## src/core/gse_encap_pkg.sv

```systemverilog
// Shared constants, types and helpers for the packet header encapsulator
package gse_encap_pkg;

  // Label kind codes carried in the packet header
  localparam logic [1:0] LABEL_KIND_SIX = 2'h0;
  localparam logic [1:0] LABEL_KIND_THREE = 2'h1;
  localparam logic [1:0] LABEL_KIND_NONE = 2'h2;
  localparam logic [1:0] LABEL_KIND_REUSE = 2'h3;

  // Short-label binding codes
  localparam logic [2:0] BIND_NONE = 3'h0;
  localparam logic [2:0] BIND_GROUP_LOGON = 3'h4;
  localparam logic [2:0] BIND_ATM_PVC = 3'h2;
  localparam logic [2:0] BIND_VLAN = 3'h1;
  localparam int BIND_RESERVED_BITS = 12;

  // Special label values and multicast prefixes
  localparam logic [47:0] LABEL_BROADCAST = 48'hffff_ffff_ffff;
  localparam logic [47:0] LABEL_ZERO = 48'h0000_0000_0000;
  localparam logic [23:0] MCAST4_PREFIX = 24'h01005e;
  localparam logic [15:0] MCAST6_PREFIX = 16'h3333;
  localparam int MCAST_BIT = 40;

  // Byte counts of the header fields after the length field
  localparam logic [11:0] FRAG_TAG_BYTES = 12'h001;
  localparam logic [11:0] TOTAL_LEN_BYTES = 12'h002;
  localparam logic [11:0] PROTO_BYTES = 12'h002;
  localparam logic [11:0] LABEL_SIX_BYTES = 12'h006;
  localparam logic [11:0] LABEL_THREE_BYTES = 12'h003;
  localparam int HDR_MAX_BYTES = 16;

  // Kind of destination the user asks for
  typedef enum logic [1:0] {
    DEST_UNICAST,
    DEST_BROADCAST,
    DEST_MCAST_V4,
    DEST_MCAST_V6
  } dest_kind_e;

  // One packet order from the user side
  typedef struct packed {
    logic first_frag;
    logic last_frag;
    dest_kind_e dest_kind;
    logic use_short;
    logic no_label_ok;
    logic [7:0] fragment_tag;
    logic [11:0] payload_len;
    logic [15:0] total_len;
    logic [15:0] proto;
    logic [47:0] attach_point_address;
  } pdu_req_s;

  // Ethernet-style mapping of an IPv4 group address
  function automatic logic [47:0] map_mcast_v4(input logic [31:0] grp);
    map_mcast_v4 = {MCAST4_PREFIX, 1'b0, grp[22:0]};
  endfunction : map_mcast_v4

  // Ethernet-style mapping of the low word of an IPv6 group address
  function automatic logic [47:0] map_mcast_v6(input logic [31:0] grp);
    map_mcast_v6 = {MCAST6_PREFIX, grp};
  endfunction : map_mcast_v6

  // Byte count of a label for a given kind code
  function automatic logic [11:0] label_bytes(input logic [1:0] kind);
    case (kind)
      LABEL_KIND_SIX: label_bytes = LABEL_SIX_BYTES;
      LABEL_KIND_THREE: label_bytes = LABEL_THREE_BYTES;
      default: label_bytes = 12'h000;
    endcase
  endfunction : label_bytes

endpackage : gse_encap_pkg

```

## src/core/label_former.sv

```systemverilog
// Forms the destination label for one packet order
`timescale 1ns/10ps
module label_former
  import gse_encap_pkg::*;
(
  input wire pdu_req_s req_i,
  input wire logic group_map_i,
  input wire logic [2:0] short_binding_i,
  output logic [47:0] label_o,
  output logic label_bad_o
);

  logic binding_ok;

  // Short labels need a legal, non-empty binding
  always_comb begin
    case (short_binding_i) // [RULE21]
      BIND_GROUP_LOGON, BIND_ATM_PVC, BIND_VLAN: binding_ok = 1'b1;
      default: binding_ok = 1'b0;
    endcase
  end

  // Label value by destination kind
  always_comb begin
    label_o = req_i.attach_point_address; // [RULE19]
    case (req_i.dest_kind)
      DEST_BROADCAST: label_o = LABEL_BROADCAST; // [RULE6] [RULE7]
      DEST_MCAST_V4: begin
        // Without the group-map flag the caller supplies the mapped label
        if (group_map_i) begin // [RULE20]
          label_o = map_mcast_v4(req_i.attach_point_address[31:0]); // [RULE8] [RULE5]
        end
      end
      DEST_MCAST_V6: begin
        if (group_map_i) begin // [RULE20]
          label_o = map_mcast_v6(req_i.attach_point_address[31:0]); // [RULE8] [RULE5]
        end
      end
      default: label_o = req_i.attach_point_address;
    endcase
    if (req_i.use_short) begin
      label_o = {24'h000000, req_i.attach_point_address[23:0]};
    end
  end

  // Zero label or unusable short label refuses the order
  assign label_bad_o = (req_i.use_short ? (label_o[23:0] == 24'h000000) || !binding_ok
                                        : (label_o == LABEL_ZERO)); // [RULE4] [RULE21]

endmodule : label_former

```

## src/core/gse_label_filter.sv

```systemverilog
// Packet header encapsulator that feeds labelled packets to a label-filtering receiver
//
// Functional notes
// RULE1: Kind 00 puts six-byte label after protocol
// RULE2: Kind 01 puts three-byte label after protocol
// RULE3: Labels for routed unicast; none only when allowed
// RULE4: Never send an all-zero label
// RULE5: Low bit of first byte marks multicast
// RULE6: All-ones label means deliver to everyone
// RULE7: Subnet broadcast uses the all-ones label
// RULE8: Multicast label mapped from IP group address
// RULE9: First packet labelled, later ones may reuse
// RULE10: Reuse only inside one baseband frame
// RULE11: Receiver walks packets by their length fields; label_rx_model ignores them and walks by last_i instead
// RULE12: Receiver filters labels of start packets
// RULE13: Receiver accepts no-label packets unfiltered
// RULE14: Receiver accepts reuse only after accepted packet
// RULE15: Never reuse right after a no-label packet
// RULE16: Receiver passes whole packets straight to delivery
// RULE17: Receiver keeps reassembly per stream and PDU
// RULE18: Receiver has reassembly buffer per bound address
// RULE19: Unicast terminals filter on hardware MAC address
// RULE20: Group-map flag selects standard multicast mapping
// RULE21: Short-label binding code decode, reserved bits follow
// RULE22: Receiver treats padding header as frame end
// RULE23: Receiver drops leading reuse packets of a frame
// RULE24: Receiver sends non-start packets to reassembly
// RULE25: Receiver forgets accept decision at new frame
`timescale 1ns/10ps
module gse_label_filter
  import gse_encap_pkg::*;
(
  input wire logic core_clk_i,
  input wire logic rst_i,
  input wire logic frame_start_i,
  input wire logic group_map_i,
  input wire logic [2:0] short_binding_i,
  input wire logic req_valid_i,
  input wire pdu_req_s req_i,
  output logic req_ready_o,
  output logic req_reject_o,
  input wire logic pay_valid_i,
  input wire logic [7:0] pay_data_i,
  output logic pay_ready_o,
  output logic out_valid_o,
  output logic [7:0] out_data_o,
  output logic out_last_o,
  input wire logic out_ready_i
);

  typedef enum logic [1:0] {
    ST_IDLE,
    ST_DECIDE,
    ST_HDR,
    ST_PAY
  } enc_state_e;

  enc_state_e state_q;
  pdu_req_s req_q;
  logic [47:0] label_w;
  logic label_bad_w;
  logic [7:0] hdr_q [HDR_MAX_BYTES];
  logic [7:0] hdr_d [HDR_MAX_BYTES];
  logic [3:0] hdr_n_q;
  logic [3:0] hdr_n_d;
  logic [3:0] hdr_idx_q;
  logic [11:0] pay_cnt_q;
  logic [1:0] kind_d;
  logic reuse_ok;
  logic bad_order;
  logic last_valid_q;
  logic last_none_q;
  logic last_short_q;
  logic [47:0] last_label_q;

  label_former u_label_former (
    .req_i(req_q),
    .group_map_i(group_map_i),
    .short_binding_i(short_binding_i),
    .label_o(label_w),
    .label_bad_o(label_bad_w)
  );

  // Reuse only when the previous packet in this frame bore the same label
  assign reuse_ok = last_valid_q && !last_none_q && (last_short_q == req_q.use_short) &&
                    (last_label_q == label_w); // [RULE9] [RULE15]

  // Label needed but unusable; the no-label route avoids the check
  assign bad_order = req_q.first_frag && label_bad_w && !reuse_ok && !req_q.no_label_ok;

  // Choose the label kind code
  always_comb begin
    if (!req_q.first_frag) begin
      kind_d = LABEL_KIND_REUSE; // Intermediate and end packets carry no label
    end else if (reuse_ok) begin
      kind_d = LABEL_KIND_REUSE; // [RULE9]
    end else if (req_q.no_label_ok) begin
      kind_d = LABEL_KIND_NONE; // [RULE3]
    end else if (req_q.use_short) begin
      kind_d = LABEL_KIND_THREE; // [RULE2]
    end else begin
      kind_d = LABEL_KIND_SIX; // [RULE1] [RULE3]
    end
  end

  // Build header bytes in wire order
  always_comb begin
    logic [11:0] extra;
    logic [11:0] gse_len;
    logic [15:0] tot;
    logic [3:0] p;
    extra = 12'h000;
    gse_len = 12'h000;
    tot = 16'h0000;
    p = 4'h0;
    for (int i = 0; i < HDR_MAX_BYTES; i++) begin
      hdr_d[i] = 8'h00;
    end
    if (!(req_q.first_frag && req_q.last_frag)) begin
      extra = extra + FRAG_TAG_BYTES;
    end
    if (req_q.first_frag && !req_q.last_frag) begin
      extra = extra + TOTAL_LEN_BYTES;
    end
    if (req_q.first_frag) begin
      extra = extra + PROTO_BYTES + label_bytes(kind_d);
    end
    gse_len = extra + req_q.payload_len;
    tot = req_q.total_len + {4'h0, PROTO_BYTES} + {4'h0, label_bytes(kind_d)};
    hdr_d[0] = {req_q.first_frag, req_q.last_frag, kind_d, gse_len[11:8]};
    hdr_d[1] = gse_len[7:0];
    p = 4'h2;
    if (!(req_q.first_frag && req_q.last_frag)) begin
      hdr_d[p] = req_q.fragment_tag;
      p = p + 4'h1;
    end
    if (req_q.first_frag && !req_q.last_frag) begin
      hdr_d[p] = tot[15:8];
      hdr_d[p + 4'h1] = tot[7:0];
      p = p + 4'h2;
    end
    if (req_q.first_frag) begin
      hdr_d[p] = req_q.proto[15:8];
      hdr_d[p + 4'h1] = req_q.proto[7:0];
      p = p + 4'h2;
      // Label follows the protocol field directly
      if (kind_d == LABEL_KIND_SIX) begin // [RULE1]
        for (int b = 0; b < 6; b++) begin
          hdr_d[p] = label_w[47 - 8 * b -: 8];
          p = p + 4'h1;
        end
      end else if (kind_d == LABEL_KIND_THREE) begin // [RULE2]
        for (int b = 0; b < 3; b++) begin
          hdr_d[p] = label_w[23 - 8 * b -: 8];
          p = p + 4'h1;
        end
      end
    end
    hdr_n_d = p;
  end

  // Packet sequencing
  always_ff @(posedge core_clk_i) begin
    if (rst_i) begin
      state_q <= ST_IDLE;
    end else begin
      case (state_q)
        ST_IDLE: begin
          if (req_valid_i) begin
            state_q <= ST_DECIDE;
          end
        end
        ST_DECIDE: begin
          state_q <= bad_order ? ST_IDLE : ST_HDR; // [RULE4]
        end
        ST_HDR: begin
          if (out_ready_i && (hdr_idx_q == hdr_n_q - 4'h1)) begin
            state_q <= (req_q.payload_len == 12'h000) ? ST_IDLE : ST_PAY;
          end
        end
        ST_PAY: begin
          if (pay_valid_i && out_ready_i && (pay_cnt_q == req_q.payload_len - 12'h001)) begin
            state_q <= ST_IDLE;
          end
        end
        default: state_q <= ST_IDLE;
      endcase
    end
  end

  // Order capture
  always_ff @(posedge core_clk_i) begin
    if (rst_i) begin
      req_q <= '0;
    end else if (state_q == ST_IDLE && req_valid_i) begin
      req_q <= req_i;
    end
  end

  // Header store and byte indices
  always_ff @(posedge core_clk_i) begin
    if (rst_i) begin
      hdr_n_q <= 4'h0;
      hdr_idx_q <= 4'h0;
      pay_cnt_q <= 12'h000;
      for (int i = 0; i < HDR_MAX_BYTES; i++) begin
        hdr_q[i] <= 8'h00;
      end
    end else if (state_q == ST_DECIDE) begin
      hdr_q <= hdr_d;
      hdr_n_q <= hdr_n_d;
      hdr_idx_q <= 4'h0;
      pay_cnt_q <= 12'h000;
    end else if (state_q == ST_HDR && out_ready_i) begin
      hdr_idx_q <= hdr_idx_q + 4'h1;
    end else if (state_q == ST_PAY && out_ready_i && pay_valid_i) begin
      pay_cnt_q <= pay_cnt_q + 12'h001;
    end
  end

  // Reuse memory; a new frame wipes it, which wins over a same-cycle update
  always_ff @(posedge core_clk_i) begin
    if (rst_i) begin
      last_valid_q <= 1'b0;
      last_none_q <= 1'b0;
      last_short_q <= 1'b0;
      last_label_q <= LABEL_ZERO;
    end else if (frame_start_i) begin
      last_valid_q <= 1'b0; // [RULE10]
      last_none_q <= 1'b0;
    end else if (state_q == ST_DECIDE && !bad_order) begin
      // Any non-start packet breaks the chain the receiver relies on
      last_valid_q <= req_q.first_frag && (kind_d != LABEL_KIND_NONE);
      last_none_q <= req_q.first_frag && (kind_d == LABEL_KIND_NONE); // [RULE15]
      last_short_q <= req_q.use_short;
      last_label_q <= label_w;
    end
  end

  // Refusal pulse
  always_ff @(posedge core_clk_i) begin
    if (rst_i) begin
      req_reject_o <= 1'b0;
    end else begin
      req_reject_o <= (state_q == ST_DECIDE) && bad_order;
    end
  end

  // Output stream; payload bytes pass through without buffering
  assign req_ready_o = (state_q == ST_IDLE);
  assign pay_ready_o = (state_q == ST_PAY) && out_ready_i;
  assign out_valid_o = (state_q == ST_HDR) || ((state_q == ST_PAY) && pay_valid_i);
  assign out_data_o = (state_q == ST_PAY) ? pay_data_i : hdr_q[hdr_idx_q];
  assign out_last_o = ((state_q == ST_HDR) && (hdr_idx_q == hdr_n_q - 4'h1) && (req_q.payload_len == 12'h000)) ||
                      ((state_q == ST_PAY) && (pay_cnt_q == req_q.payload_len - 12'h001));

endmodule : gse_label_filter

```

## config.mk

```make
export PLATFORM = sky130hd
export DESIGN_NAME = gse_label_filter
export DESIGN_NICKNAME = d
export VERILOG_FILES = /design/src/core/gse_encap_pkg.sv /design/src/core/label_former.sv /design/src/core/gse_label_filter.sv
export SDC_FILE = /design/constraint.sdc
export NUM_CORES = 1
export LEC_CHECK = 0
export BUFFER_PORTS_ARGS = -buffer_cell sky130_fd_sc_hd__buf_2
export CELL_PAD_IN_SITES_DETAIL_PLACEMENT = 0
export CELL_PAD_IN_SITES_GLOBAL_PLACEMENT = 1
export CORE_MARGIN = 1.5
export CORE_UTILIZATION = 42
export DETAILED_ROUTE_END_ITERATION = 8
export GPL_TIMING_DRIVEN = 0
export PLACE_DENSITY = 0.86
export SETUP_SLACK_MARGIN = 0.02
export SLEW_MARGIN = 5
export SYNTH_ARGS = -nofsm -noshare
export SYNTH_HDL_FRONTEND = slang
export SYNTH_SLANG_ARGS = --single-unit
```

## constraint.sdc

```tcl
create_clock -name core_clk_i -period 4.5 [get_ports core_clk_i]
set_input_delay 0.225 -clock core_clk_i [delete_from_list [all_inputs] [get_ports core_clk_i]]
set_output_delay 0.225 -clock core_clk_i [all_outputs]
set_load 0.01 [all_outputs]
```

-- Yosys cells after proc, flatten, opt, wreduce, memory -nomap -nowiden
Index checks and enable logic that the tools add are counted.
- flip-flop bits (word level): 308
- input port bits: 124
- output and inout port bits: 13
- logic and storage cells: 229
- eq/ne operators: 19
- reductions and logical operators: 53
- multiplexer cells: 68
- bitwise gates (word level): 13
- order comparisons: 21
- $add $sub $neg: 20
- operators by type and width (cell ; number):
    128-bit bitwise mux ; 13
    128-bit two-way mux ; 4
    8-bit demux with 4-bit select ; 10
    48-bit two-way mux ; 3
    48-bit case mux with 3 select lines ; 1
    8-bit two-way mux ; 14
    5-bit greater-or-equal comparator, second input constant ; 11
    4-bit inverter with 5-bit output ; 11
    5-bit by 1-bit < comparator with 1-bit output, second input constant ; 10
    48-bit == test ; 1
    48-bit logical NOT ; 1
    4-bit by 1-bit adder with 4-bit output, second input constant ; 9
    12-bit two-way mux ; 3
    1-bit logical AND ; 33
    8-bit binary-select mux with 4-bit select ; 1
    12-bit adder ; 2
    12-bit by 2-bit adder with 12-bit output, second input constant ; 2
    24-bit logical NOT ; 1
    16-bit by 12-bit adder with 16-bit output ; 1
    16-bit by 2-bit adder with 16-bit output, second input constant ; 1
    2-bit two-way mux ; 8
    4-bit two-way mux ; 4
    12-bit by 1-bit adder with 12-bit output, second input constant ; 1
    12-bit == test ; 1
    other kinds (23) ; 48

-- Logic depth before layout (Yosys ltp)
Gate-level depths: netlist of run 1.
- depth in word-level cells: 26
- gate-level depth with buffers: 25
- mapped depth without buffers: 21

-- Modules after synthesis
Synthesis of run 1 repeated with hierarchy kept, for this count alone.
- cell total of the unflattened synthesis: 2688
- area total of the unflattened synthesis: 20430.8 um^2
- by module, submodules not included (module ; times used ; cells each ; area each (um^2)):
    gse_label_filter ; 1 ; 2590 ; 19786.5
    label_former ; 1 ; 98 ; 644.4

-- Worst setup path before layout of run 1
Ideal clock, no wire load.
- path type: reg2reg
- start point: register req_q[103] (netlist bit)
- end point: register hdr_q[117] (netlist bit)
- stages on the path, launching flop included: 24
- data arrival time: 4.770 ns
- buffers on the path: 3
- path slack: -0.393 ns
- clock period less this slack: 4.893 ns
- data required time: 4.377 ns
- path through: dfxtp_1 -> buf_4 -> nor3b_1 -> buf_6 -> or3_1 -> a22o_1 -> or4_4 -> nor4_4 -> nand3_2 -> nand3_1 -> buf_2 -> inv_1 -> ha_1 -> ha_1 -> ha_1 -> and2_1 -> ha_1 -> a21o_1 -> a21oi_1 -> nand2b_1 -> xnor2_1 -> mux2_2 -> a211oi_1 -> o21ai_0
- word-level cells in the longest chain between the ends: 26
- RTL lines (what ; RTL line ; source):
    start, declared ; gse_label_filter.sv:59 ; pdu_req_s req_q;
    start signal, assigned ; gse_label_filter.sv:196 ; req_q <= req_i;
    2-bit == test or 2-bit by 1-bit == test with 1-bit output (tied branches) ; label_former.sv:26 ; case (req_i.dest_kind)
    48-bit case mux with 3 select lines * ; label_former.sv:26 ;
    48-bit two-way mux * ; label_former.sv:41 ; if (req_i.use_short) begin
    48-bit == test ; gse_label_filter.sv:86 ; (last_label_q == label_w);
    1-bit logical AND ; gse_label_filter.sv:85 ; assign reuse_ok = last_valid_q && !last_none_q && (last_short_q == req_q.use_short) &&
    2-bit two-way mux ; gse_label_filter.sv:95 ; end else if (reuse_ok) begin
    2-bit two-way mux ; gse_label_filter.sv:93 ; if (!req_q.first_frag) begin
    2-bit by 1-bit == test with 1-bit output or 2-bit logical NOT (tied branches) ; gse_encap_pkg.sv:66, gse_label_filter.sv:152, gse_label_filter.sv:147 ;
    [... 5 more ...] ; - ;
    128-bit bitwise mux ; gse_label_filter.sv:138 ; hdr_d[p] = tot[15:8];
    128-bit bitwise mux ; gse_label_filter.sv:139 ; hdr_d[p + 4'h1] = tot[7:0];
    128-bit two-way mux ; gse_label_filter.sv:137 ; if (req_q.first_frag && !req_q.last_frag) begin
    128-bit bitwise mux ; gse_label_filter.sv:143 ; hdr_d[p] = req_q.proto[15:8];
    128-bit bitwise mux ; gse_label_filter.sv:144 ; hdr_d[p + 4'h1] = req_q.proto[7:0];
    128-bit bitwise mux (6 in series) ; gse_label_filter.sv:149 ; hdr_d[p] = label_w[47 - 8 * b -: 8];
    128-bit two-way mux ; gse_label_filter.sv:147 ; if (kind_d == LABEL_KIND_SIX) begin
    128-bit two-way mux * ; gse_label_filter.sv:142 ; if (req_q.first_frag) begin
    end signal, assigned ; gse_label_filter.sv:210 ; hdr_q <= hdr_d;
    end, declared ; gse_label_filter.sv:62 ; logic [7:0] hdr_q [HDR_MAX_BYTES];
Every way passes the cells marked *; elsewhere a longest branch is shown, timed or not. The select of a mux whose other input is x is not followed.
A chain may end at the register's enable or synchronous reset.

-- Final worst setup path of run 1
- start point: register req_q[102] (netlist bit)
- end point: register hdr_q[91] (netlist bit)
- word-level cells in the longest chain between the ends: 23
- RTL lines (what ; RTL line):
    2-bit == test or 2-bit by 1-bit == test with 1-bit output (tied branches) ; label_former.sv:26
    48-bit case mux with 3 select lines * ; label_former.sv:26
    48-bit two-way mux * ; label_former.sv:41
    48-bit == test ; gse_label_filter.sv:86
    1-bit logical AND ; gse_label_filter.sv:85
    2-bit two-way mux ; gse_label_filter.sv:95
    2-bit two-way mux ; gse_label_filter.sv:93
    2-bit by 1-bit == test with 1-bit output or 2-bit logical NOT (tied branches) ; gse_encap_pkg.sv:66, gse_label_filter.sv:152, gse_label_filter.sv:147
    [... 2 more ...] ; -
    128-bit bitwise mux ; gse_label_filter.sv:138
    128-bit bitwise mux ; gse_label_filter.sv:139
    128-bit two-way mux ; gse_label_filter.sv:137
    128-bit bitwise mux ; gse_label_filter.sv:143
    128-bit bitwise mux ; gse_label_filter.sv:144
    128-bit bitwise mux (6 in series) ; gse_label_filter.sv:149
    128-bit two-way mux ; gse_label_filter.sv:147
    128-bit two-way mux * ; gse_label_filter.sv:142
Every way passes the cells marked *; elsewhere a longest branch is shown, timed or not.

==> flow_summary.yaml, run 1 <==
final_layout:
  layout-area-overhead-vs-synth_pct: 28.68
  seq_area_mm2: 0.006183
  finalNonFillerCells: 3709
  multi_input_area_mm2: 0.01451
  fin_nets: 3213
  layout-drive-gt1-share_pct: 21.01
  fill_cells: 4535
  final_util_pct: 55.17
  design_area_mm2: 0.02651
yosys:
  synth_top_family_by_area: "compound AO/OA/AOI/OAI gates"
  synth_nets: 2871
  synth_seq_cells: 308
  synthSimpleGateAreaFrac_pct: 21.41
  ys_async_sr_fraction_pct: 0
  synth_top_area_cell: "dfxtp_1"
  synth-adder-area-share_pct: 1.713
  ys_warn_count: 0
  seq_area_frac_synth_pct: 29.93
  synth.top_cell.area_share_pct: 29.93
  ys.flop_type: "dfxtp_1"
  synthCells: 2720
  synth_compound_area_share_pct: 30.09
  synthTopCellsByArea: "dfxtp_1 30%, nand2_1 8.4%, a21oi_1 6.1%, o21ai_0 4.4%, mux4_2 4.4%"
  synth_commonest_cells: "463 x nand2_1, 308 x dfxtp_1, 253 x a21oi_1, 217 x nor2_1, 196 x clkbuf_1"
  syn_area_mm2: 0.02060
  synth_edf_count: 0
  yosysMostFrequentCell: "nand2_1"
  yosys.area_share.xor_xnor_pct: 2.849
  ys_types: 95
  avgSynthCellArea_um2: 7.573
  synth.area.mux_share_pct: 7.878
floorplan:
  coreArea_mm2: 0.04805
  dieArea_mm2: 0.05038
  die_y_um: 224.5
  ios: 137
  rows: 80
  initial_core_util_pct: 42.87
  die_x_um: 224.5
power_and_ir_drop:
  clkPwrFrac_pct: 23.1
  powerDensity_mw_per_mm2: 505.3
  p_leak_nw: 9.375
  internal-power_mw: 6.810
  switching_share_pct: 49.16
  p_sw_mw: 6.584
  combPwrFrac_pct: 50.7
  pwr-share-seq_pct: 26.2
  ir_drop_v: 0.0004431
route:
  route.detailed.drc: 0
  drtIter0Drc: 4624
  wl_per_cell_um: 35.41
  ant_nets: 0
  routed_wirelength_um: 131300
  vias: 25938
  first_pass_iters: 6
  avgViaCountPerCell: 6.993
timing:
  layout_min_cycle_time_ns: 5.136
  hold_viol_final: 0
  min_period_over_period_pct: 114.1
  maxSlewHeadroom_pct: -7.984
  worst_pin_slew_ns: 1.614
  rsz0062_at_grt: "true"
  setup_viol: 33
  worst_hold_slack_ns: 0.07652
  drv_slew: 20
  setup_slack_ns: -0.6360
  fmax_mhz: 194.7
  fin_skew_ns: 0.02325
setup_path:
  path_delay_family: "compound AO/OA/AOI/OAI gates"
  crit_path_frequent_cell: "buf_6"
  worstPathArrival_ns: 5.61
  required_ns: 4.98
  crit_buf_inv: 5
  worstSetupPathType: "flip-flop to flip-flop"
  end_kind: "flip-flop"
  crit_fanout: 7
  crit_path_cell_trace: "nor3b_4 -> buf_6 -> buf_6 -> or3_1 -> a22o_1 -> or4_4 -> nor4_4 -> nand3_4 -> buf_12 -> nand3_4 -> inv_8 -> ha_4 -> ha_4 -> fa_2 -> buf_6 -> xor2_4 -> a221o_1 -> o21ai_4 -> o22ai_1 -> a21oi_1 -> o22ai_2 -> a2bb2oi_2 -> a22o_1"
  max_stage_delay_ns: 0.43
  cpMaxStageDelayCell: "or4_4"
  start_kind: "flip-flop"
cts:
  max-clock-path-buffers: 3
  cts-root-buf: "clkbuf_16"
  clock-sinks: 308
  clock_latency_ns: 0.59
  htreeDepth: 2
  cts_inserted_buffers: 37
  clk_pin_slew_worst_paths_ns: 0.06
  tritoncts: "done"
placed_design:
  numPortBuffers: 135
  placed_area_mm2: 0.02234
  dp.cells: 3477
  dp_hpwl_um: 95350
  routabilityCongestion: 1.084
global_routing:
  grt_max_degree: 14
  grt_usage_pct: 50.65
  grt_pass1_wl_um: 181300
  first_global_vias: 24477
  antenna_found_initial: 11
  gr-total-overflow: 0
run_status:
  violations: "max-capacitance violations, max-slew violations, negative setup slack"
  status: "finished with violations"
worst_hold_path:
  hp-class: "primary input to flip-flop"
run:
  maxCapViolations: 2
cells in the final DEF (no fill, tap or decap), types with 27 or more instances in the layout:
| cell type | count |
|---|---|
| o21ai_1 | 31 |
| nand3_1 | 59 |
| a22oi_1 | 39 |
| nand2_1 | 460 |
| o22ai_1 | 38 |
| clkbuf_2 | 27 |
| a21oi_1 | 232 |
| clkbuf_1 | 154 |
| o21ai_0 | 147 |
| dlygate4sd3_1 | 107 |
| dfxtp_1 | 300 |
| nand2b_1 | 42 |
| buf_2 | 150 |
| mux4_2 | 40 |
| inv_1 | 47 |
| clkbuf_16 | 41 |
| a211oi_2 | 28 |
| a211oi_1 | 53 |
| a22o_1 | 33 |
| mux2i_1 | 49 |
| nor3_1 | 30 |
| buf_4 | 69 |
| nor2_1 | 195 |
| a221oi_1 | 48 |
| o211ai_1 | 30 |
per-stage QoR:
step                total power, mW  setup TNS (ns)  setup slack, ns
detailed placement            9.099         -279.04           -3.170
floorplan                     6.500        -0.02159         -0.02159
global route                  13.51          -12.26          -0.7304
global placement              8.984         -295.98           -3.215
CTS                           12.58          -9.173          -0.4934
finish                        13.39          -10.29          -0.6360
sequential cells by signal, summed over array words and instances (netlist names):
| signal | flops |
|---|---|
| hdr_idx_q | 4 |
| hdr_n_q | 4 |
| hdr_q | 128 |
| last_label_q | 48 |
| last_none_q | 1 |
| last_short_q | 1 |
| last_valid_q | 1 |
| pay_cnt_q | 12 |
| req_q | 106 |
| req_reject_o | 1 |
| state_q | 2 |
kinds of logic after synthesis:
logic type      after synthesis
flops                       308
fa+ha+maj                    27
buf+inv                     309
compound gates              926
simple gates                973
mux                         110
xor+xnor                     67
worst register-to-register path: stages (launching register included):
cell and delay (ns):
dfxtp_4 0.39, nor3b_4 0.18, buf_6 0.15, buf_6 0.13, or3_1 0.31, a22o_1 0.22
or4_4 0.43, nor4_4 0.25, nand3_4 0.22, buf_12 0.20, nand3_4 0.12, inv_8 0.06
ha_4 0.16, ha_4 0.16, fa_2 0.42, buf_6 0.15, xor2_4 0.15, a221o_1 0.38
o21ai_4 0.08, o22ai_1 0.09, a21oi_1 0.17, o22ai_2 0.17, a2bb2oi_2 0.26, a22o_1 0.18
power by group through the flow:
stage | clock (mW) | sequential, mW | combinational, mW
2_1_floorplan | 0 | 3.28 | 3.22
3_3_place_gp | 0 | 3.46 | 5.52
3_5_place_dp | 0 | 3.48 | 5.62
4_1_cts | 3.05 | 3.46 | 6.08
5_1_grt | 3.17 | 3.51 | 6.83
6_report | 3.09 | 3.51 | 6.79
metal layers:
| metal | GRT usage, % | part of all wire (%) |
|---|---|---|
| met1 | 62.06 | 37 |
| met2 | 70.83 | 40 |
| met3 | 21.74 | 15 |
| met4 | 35.74 | 8.4 |
| met5 | 0 | 0.075 |
final timing paths:
path	from	endpoint	slack, ns	cells after the start
max	req_q[102]$_SDFFE_PP0P_	hdr_q[91]$_SDFFE_PP0P_	-0.64	23
min reg2reg	hdr_q[56]$_SDFFE_PP0P_	hdr_q[56]$_SDFFE_PP0P_	0.45	2
max reg2reg	req_q[102]$_SDFFE_PP0P_	hdr_q[91]$_SDFFE_PP0P_	-0.64	23
min	out_ready_i	state_q[0]$_SDFFE_PP0P_	0.08	3
layout make-up:
class / instances / area share (%)
Multi-Input combinational cell: 2103 / 54.75
Sequential cell: 308 / 23.33
Timing Repair Buffer: 312 / 8.809
Buffer: 245 / 4.796
Clock buffer: 52 / 4.093
Tap cell: 615 / 2.903
Inverter: 55 / 0.8450
Clock inverter: 14 / 0.4248
Antenna cell: 5 / 0.04721
what timing repair did:
item                                    in CTS  in global routing
resized for setup                          227                150
setup buffers                               43                 21
hold buffers                               107                  0
cloned                                       1                  0
endpoints found under the setup margin     147                 78
hold endpoints to repair                   108                  0
pin swaps                                   46                 71
Note: power is estimated with default switching activity, not from simulation.
==> inputs of run 2 (changes only) <==
--- a/config.mk
+++ b/config.mk
@@ -5,14 +5,15 @@
 export SDC_FILE = /design/constraint.sdc
 export NUM_CORES = 1
 export LEC_CHECK = 0
+export ABC_AREA = 1
 export BUFFER_PORTS_ARGS = -buffer_cell sky130_fd_sc_hd__buf_2
 export CELL_PAD_IN_SITES_DETAIL_PLACEMENT = 0
 export CELL_PAD_IN_SITES_GLOBAL_PLACEMENT = 1
 export CORE_MARGIN = 1.5
-export CORE_UTILIZATION = 42
+export CORE_UTILIZATION = 39
 export DETAILED_ROUTE_END_ITERATION = 8
 export GPL_TIMING_DRIVEN = 0
-export PLACE_DENSITY = 0.86
+export PLACE_DENSITY = 0.89
 export SETUP_SLACK_MARGIN = 0.02
 export SLEW_MARGIN = 5
 export SYNTH_ARGS = -nofsm -noshare
==> run 2 against run 1 <==
  * Final cell count rose by 19%
  * Clock skew is essentially flat
  * Largest power group unchanged
  * Worst hold slack worse by 0.078 ns
  * The flow finishes with violations (negative hold slack, negative setup slack)
  * Synthesized cell count rose by 23%
  * Sequential power increased by 1%
  * Design area increased by 0.52%
  * Clock power down 2%
  * Fmax rose by 3.5%
  * Critical path depth rose by 12
  * Flip-flop and latch count unchanged
==> flow_summary.yaml, run 2 <==
run_status:
  status: "finished with violations"
  violations: "negative hold slack, negative setup slack"
route:
  ant_nets: 0
  wl_per_cell_um: 27.42
  route.detailed.drc: 0
  drtIter0Drc: 4090
  avgViaCountPerCell: 6.069
  vias: 26875
  routed_wirelength_um: 121400
  first_pass_iters: 6
yosys:
  ys_async_sr_fraction_pct: 0
  avgSynthCellArea_um2: 6.006
  synth_nets: 3509
  ys.flop_type: "dfxtp_1"
  synthCells: 3358
  synthTopCellsByArea: "dfxtp_1 31%, nand2_1 16%, o21ai_0 12%, nor2_1 7.7%, a21oi_1 6.7%"
  ys_types: 50
  syn_area_mm2: 0.02017
  synth_edf_count: 0
  synth.top_cell.area_share_pct: 30.57
  ys_warn_count: 0
  yosysMostFrequentCell: "nand2_1"
  synth_commonest_cells: "875 x nand2_1, 475 x o21ai_0, 412 x nor2_1, 308 x dfxtp_1, 287 x inv_1"
  seq_area_frac_synth_pct: 30.57
  synth_top_area_cell: "dfxtp_1"
  synth_seq_cells: 308
worst_hold_path:
  hold_path.startpoint: "req_i[19]"
  hold_depth: 3
  min_to: "req_q[19]$_SDFFE_PP0P_"
  hp-class: "primary input to flip-flop"
final_layout:
  multi_input_area_mm2: 0.01365
  layout-drive-gt1-share_pct: 16.88
  largestRegisters: "hdr_q (128), req_q (106), last_label_q (48)"
  fin_nets: 3869
  layout-area-overhead-vs-synth_pct: 32.12
  seq_area_mm2: 0.006178
  fill_cells: 5233
  mostFrequentLayoutCells: "777 x nand2_1, 428 x o21ai_0, 390 x nor2_1"
  final_util_pct: 52.04
  largest_register_ff_count: 128
  final_common_cell: "nand2_1"
  regMostFlops: "hdr_q"
  design_area_mm2: 0.02664
cts:
  cts-root-buf: "clkbuf_16"
  max-clock-path-buffers: 3
  cts_inserted_buffers: 37
  clock-sinks: 308
  clock_latency_ns: 0.57
  tritoncts: "done"
  clk_pin_slew_worst_paths_ns: 0.06
  htreeDepth: 2
power_and_ir_drop:
  p_sw_mw: 8.198
  internal-power_mw: 7.538
  pwr-share-seq_pct: 22.5
  ir_drop_v: 0.0004233
  clkPwrFrac_pct: 19.3
  switching_share_pct: 52.10
  powerDensity_mw_per_mm2: 590.6
  p_leak_nw: 11.35
  combPwrFrac_pct: 58.2
setup_path:
  worstRegToRegCells: 35
  start_kind: "flip-flop"
  crit_path_frequent_cell: "nand2_2"
  required_ns: 4.99
  cpMaxStageDelayCell: "dfxtp_4"
  crit_fanout: 5
  r2r_setup_slack_ns: -0.46
  worstSetupPathType: "flip-flop to flip-flop"
  end_kind: "flip-flop"
  worstPathArrival_ns: 5.45
  max_stage_delay_ns: 0.38
  worstReg2RegEnd: "hdr_q[95]$_SDFFE_PP0P_"
  r2r_start: "req_q[103]$_SDFFE_PP0P_"
timing:
  min_period_over_period_pct: 110.2
  worst_hold_slack_ns: -0.001649
  fmax_mhz: 201.6
  rsz0062_at_grt: "true"
  hold_viol_final: 1
  drv_slew: 0
  layout_min_cycle_time_ns: 4.960
  setup_slack_ns: -0.4602
  setup_viol: 43
  maxSlewHeadroom_pct: 18.25
  worst_pin_slew_ns: 1.226
  fin_skew_ns: 0.02301
placed_design:
  routabilityCongestion: 1.104
  dp_hpwl_um: 88890
  placed_area_mm2: 0.02169
  numPortBuffers: 135
global_routing:
  grt_pass1_wl_um: 170400
  grt_usage_pct: 44.07
  grt_max_degree: 14
  antenna_found_initial: 8
  first_global_vias: 25142
  gr-total-overflow: 0
floorplan:
  die_y_um: 230.4
  rows: 83
  ios: 137
  coreArea_mm2: 0.05120
  dieArea_mm2: 0.05308
  initial_core_util_pct: 39.39
  die_x_um: 230.4
run:
  maxCapViolations: 0
[run 2: through the flow]
| stage | cells | TNS, ns | worst slack [ns] | power (mW) |
|---|---|---|---|---|
| 2_1_floorplan | 3358 | 0 | 0.1178 | 7.553 |
| 4_1_cts | 4402 | -0.6103 | -0.1607 | 14.65 |
| 6_report | 4428 | -6.045 | -0.4602 | 15.74 |
| 3_3_place_gp | 4173 | -174.65 | -2.489 | 10.63 |
| 5_1_grt | 4423 | -7.129 | -0.4512 | 16.18 |
| 3_5_place_dp | 4173 | -162.83 | -2.487 | 10.60 |
[run 2: cells by family after synthesis]
family	synth area share (%)
DFF	30.57
and+or+nand+nor	30.50
xor gates and xnor gates	1.303
buffers and inverters	9.921
AOI/OAI and AO/OA	25.95
adders and majority gates	1.750
[run 2: what timing repair did]
item	in CTS	in global routing
setup buffers	73	31
hold endpoints to repair	95	0
gates cloned	2	1
endpoints found under the setup margin	121	65
pin swaps	59	105
gates resized for setup	362	187
hold buffers	94	0
[run 2: metal layers]
layer,wire length (µm),GRT usage [%],vias up
met5,99,0,-
met2,49460,64.13,1965
met4,10370,31.64,8
li1,-,-,11865
met1,46720,55.06,12508
met3,14740,13.43,529
[run 2: power groups by stage]
stage | sequential [mW] | combinational (mW) | clock, mW
after floorplan | 3.41 | 4.15 | 0
after global placement | 3.53 | 7.10 | 0
after detailed placement | 3.54 | 7.06 | 0
after CTS | 3.50 | 8.12 | 3.03
after global routing | 3.57 | 9.47 | 3.14
final | 3.55 | 9.15 | 3.04
[run 2: final cells by class]
class | count | share of cell area (%)
Clock inverter | 13 | 0.4837
Antenna cell | 5 | 0.04696
Sequential cell | 308 | 23.19
Timing Repair Buffer | 329 | 9.664
Buffer | 204 | 3.719
Clock buffer | 51 | 3.982
Tap cell | 680 | 3.193
Multi-Input combinational cell | 2533 | 51.25
Inverter | 305 | 4.475
[run 2: critical path, delay by kind of cell, from the launching register on]
| family | cells | cell delay (ns) |
|---|---|---|
| adder cells (fa/ha/maj) | 2 | 0.50 |
| buffers and inverters | 7 | 0.99 |
| AO/OA/AOI/OAI | 2 | 0.31 |
| flip-flops | 1 | 0.38 |
| AND/OR/NAND/NOR | 24 | 2.68 |
[run 2: worst max path at each step]
stage,to,slack (ns),startpoint
detailed placement,hdr_q[121]$_SDFFE_PP0P_,-2.49,req_q[101]$_SDFFE_PP0P_
CTS,hdr_q[120]$_SDFFE_PP0P_,-0.16,req_q[103]$_SDFFE_PP0P_
global route,hdr_q[95]$_SDFFE_PP0P_,-0.45,req_q[103]$_SDFFE_PP0P_
floorplan,hdr_q[121]$_SDFFE_PP0P_,0.12,req_q[103]$_SDFFE_PP0P_
global placement,hdr_q[95]$_SDFFE_PP0P_,-2.49,req_q[101]$_SDFFE_PP0P_
finish,hdr_q[95]$_SDFFE_PP0P_,-0.46,req_q[103]$_SDFFE_PP0P_
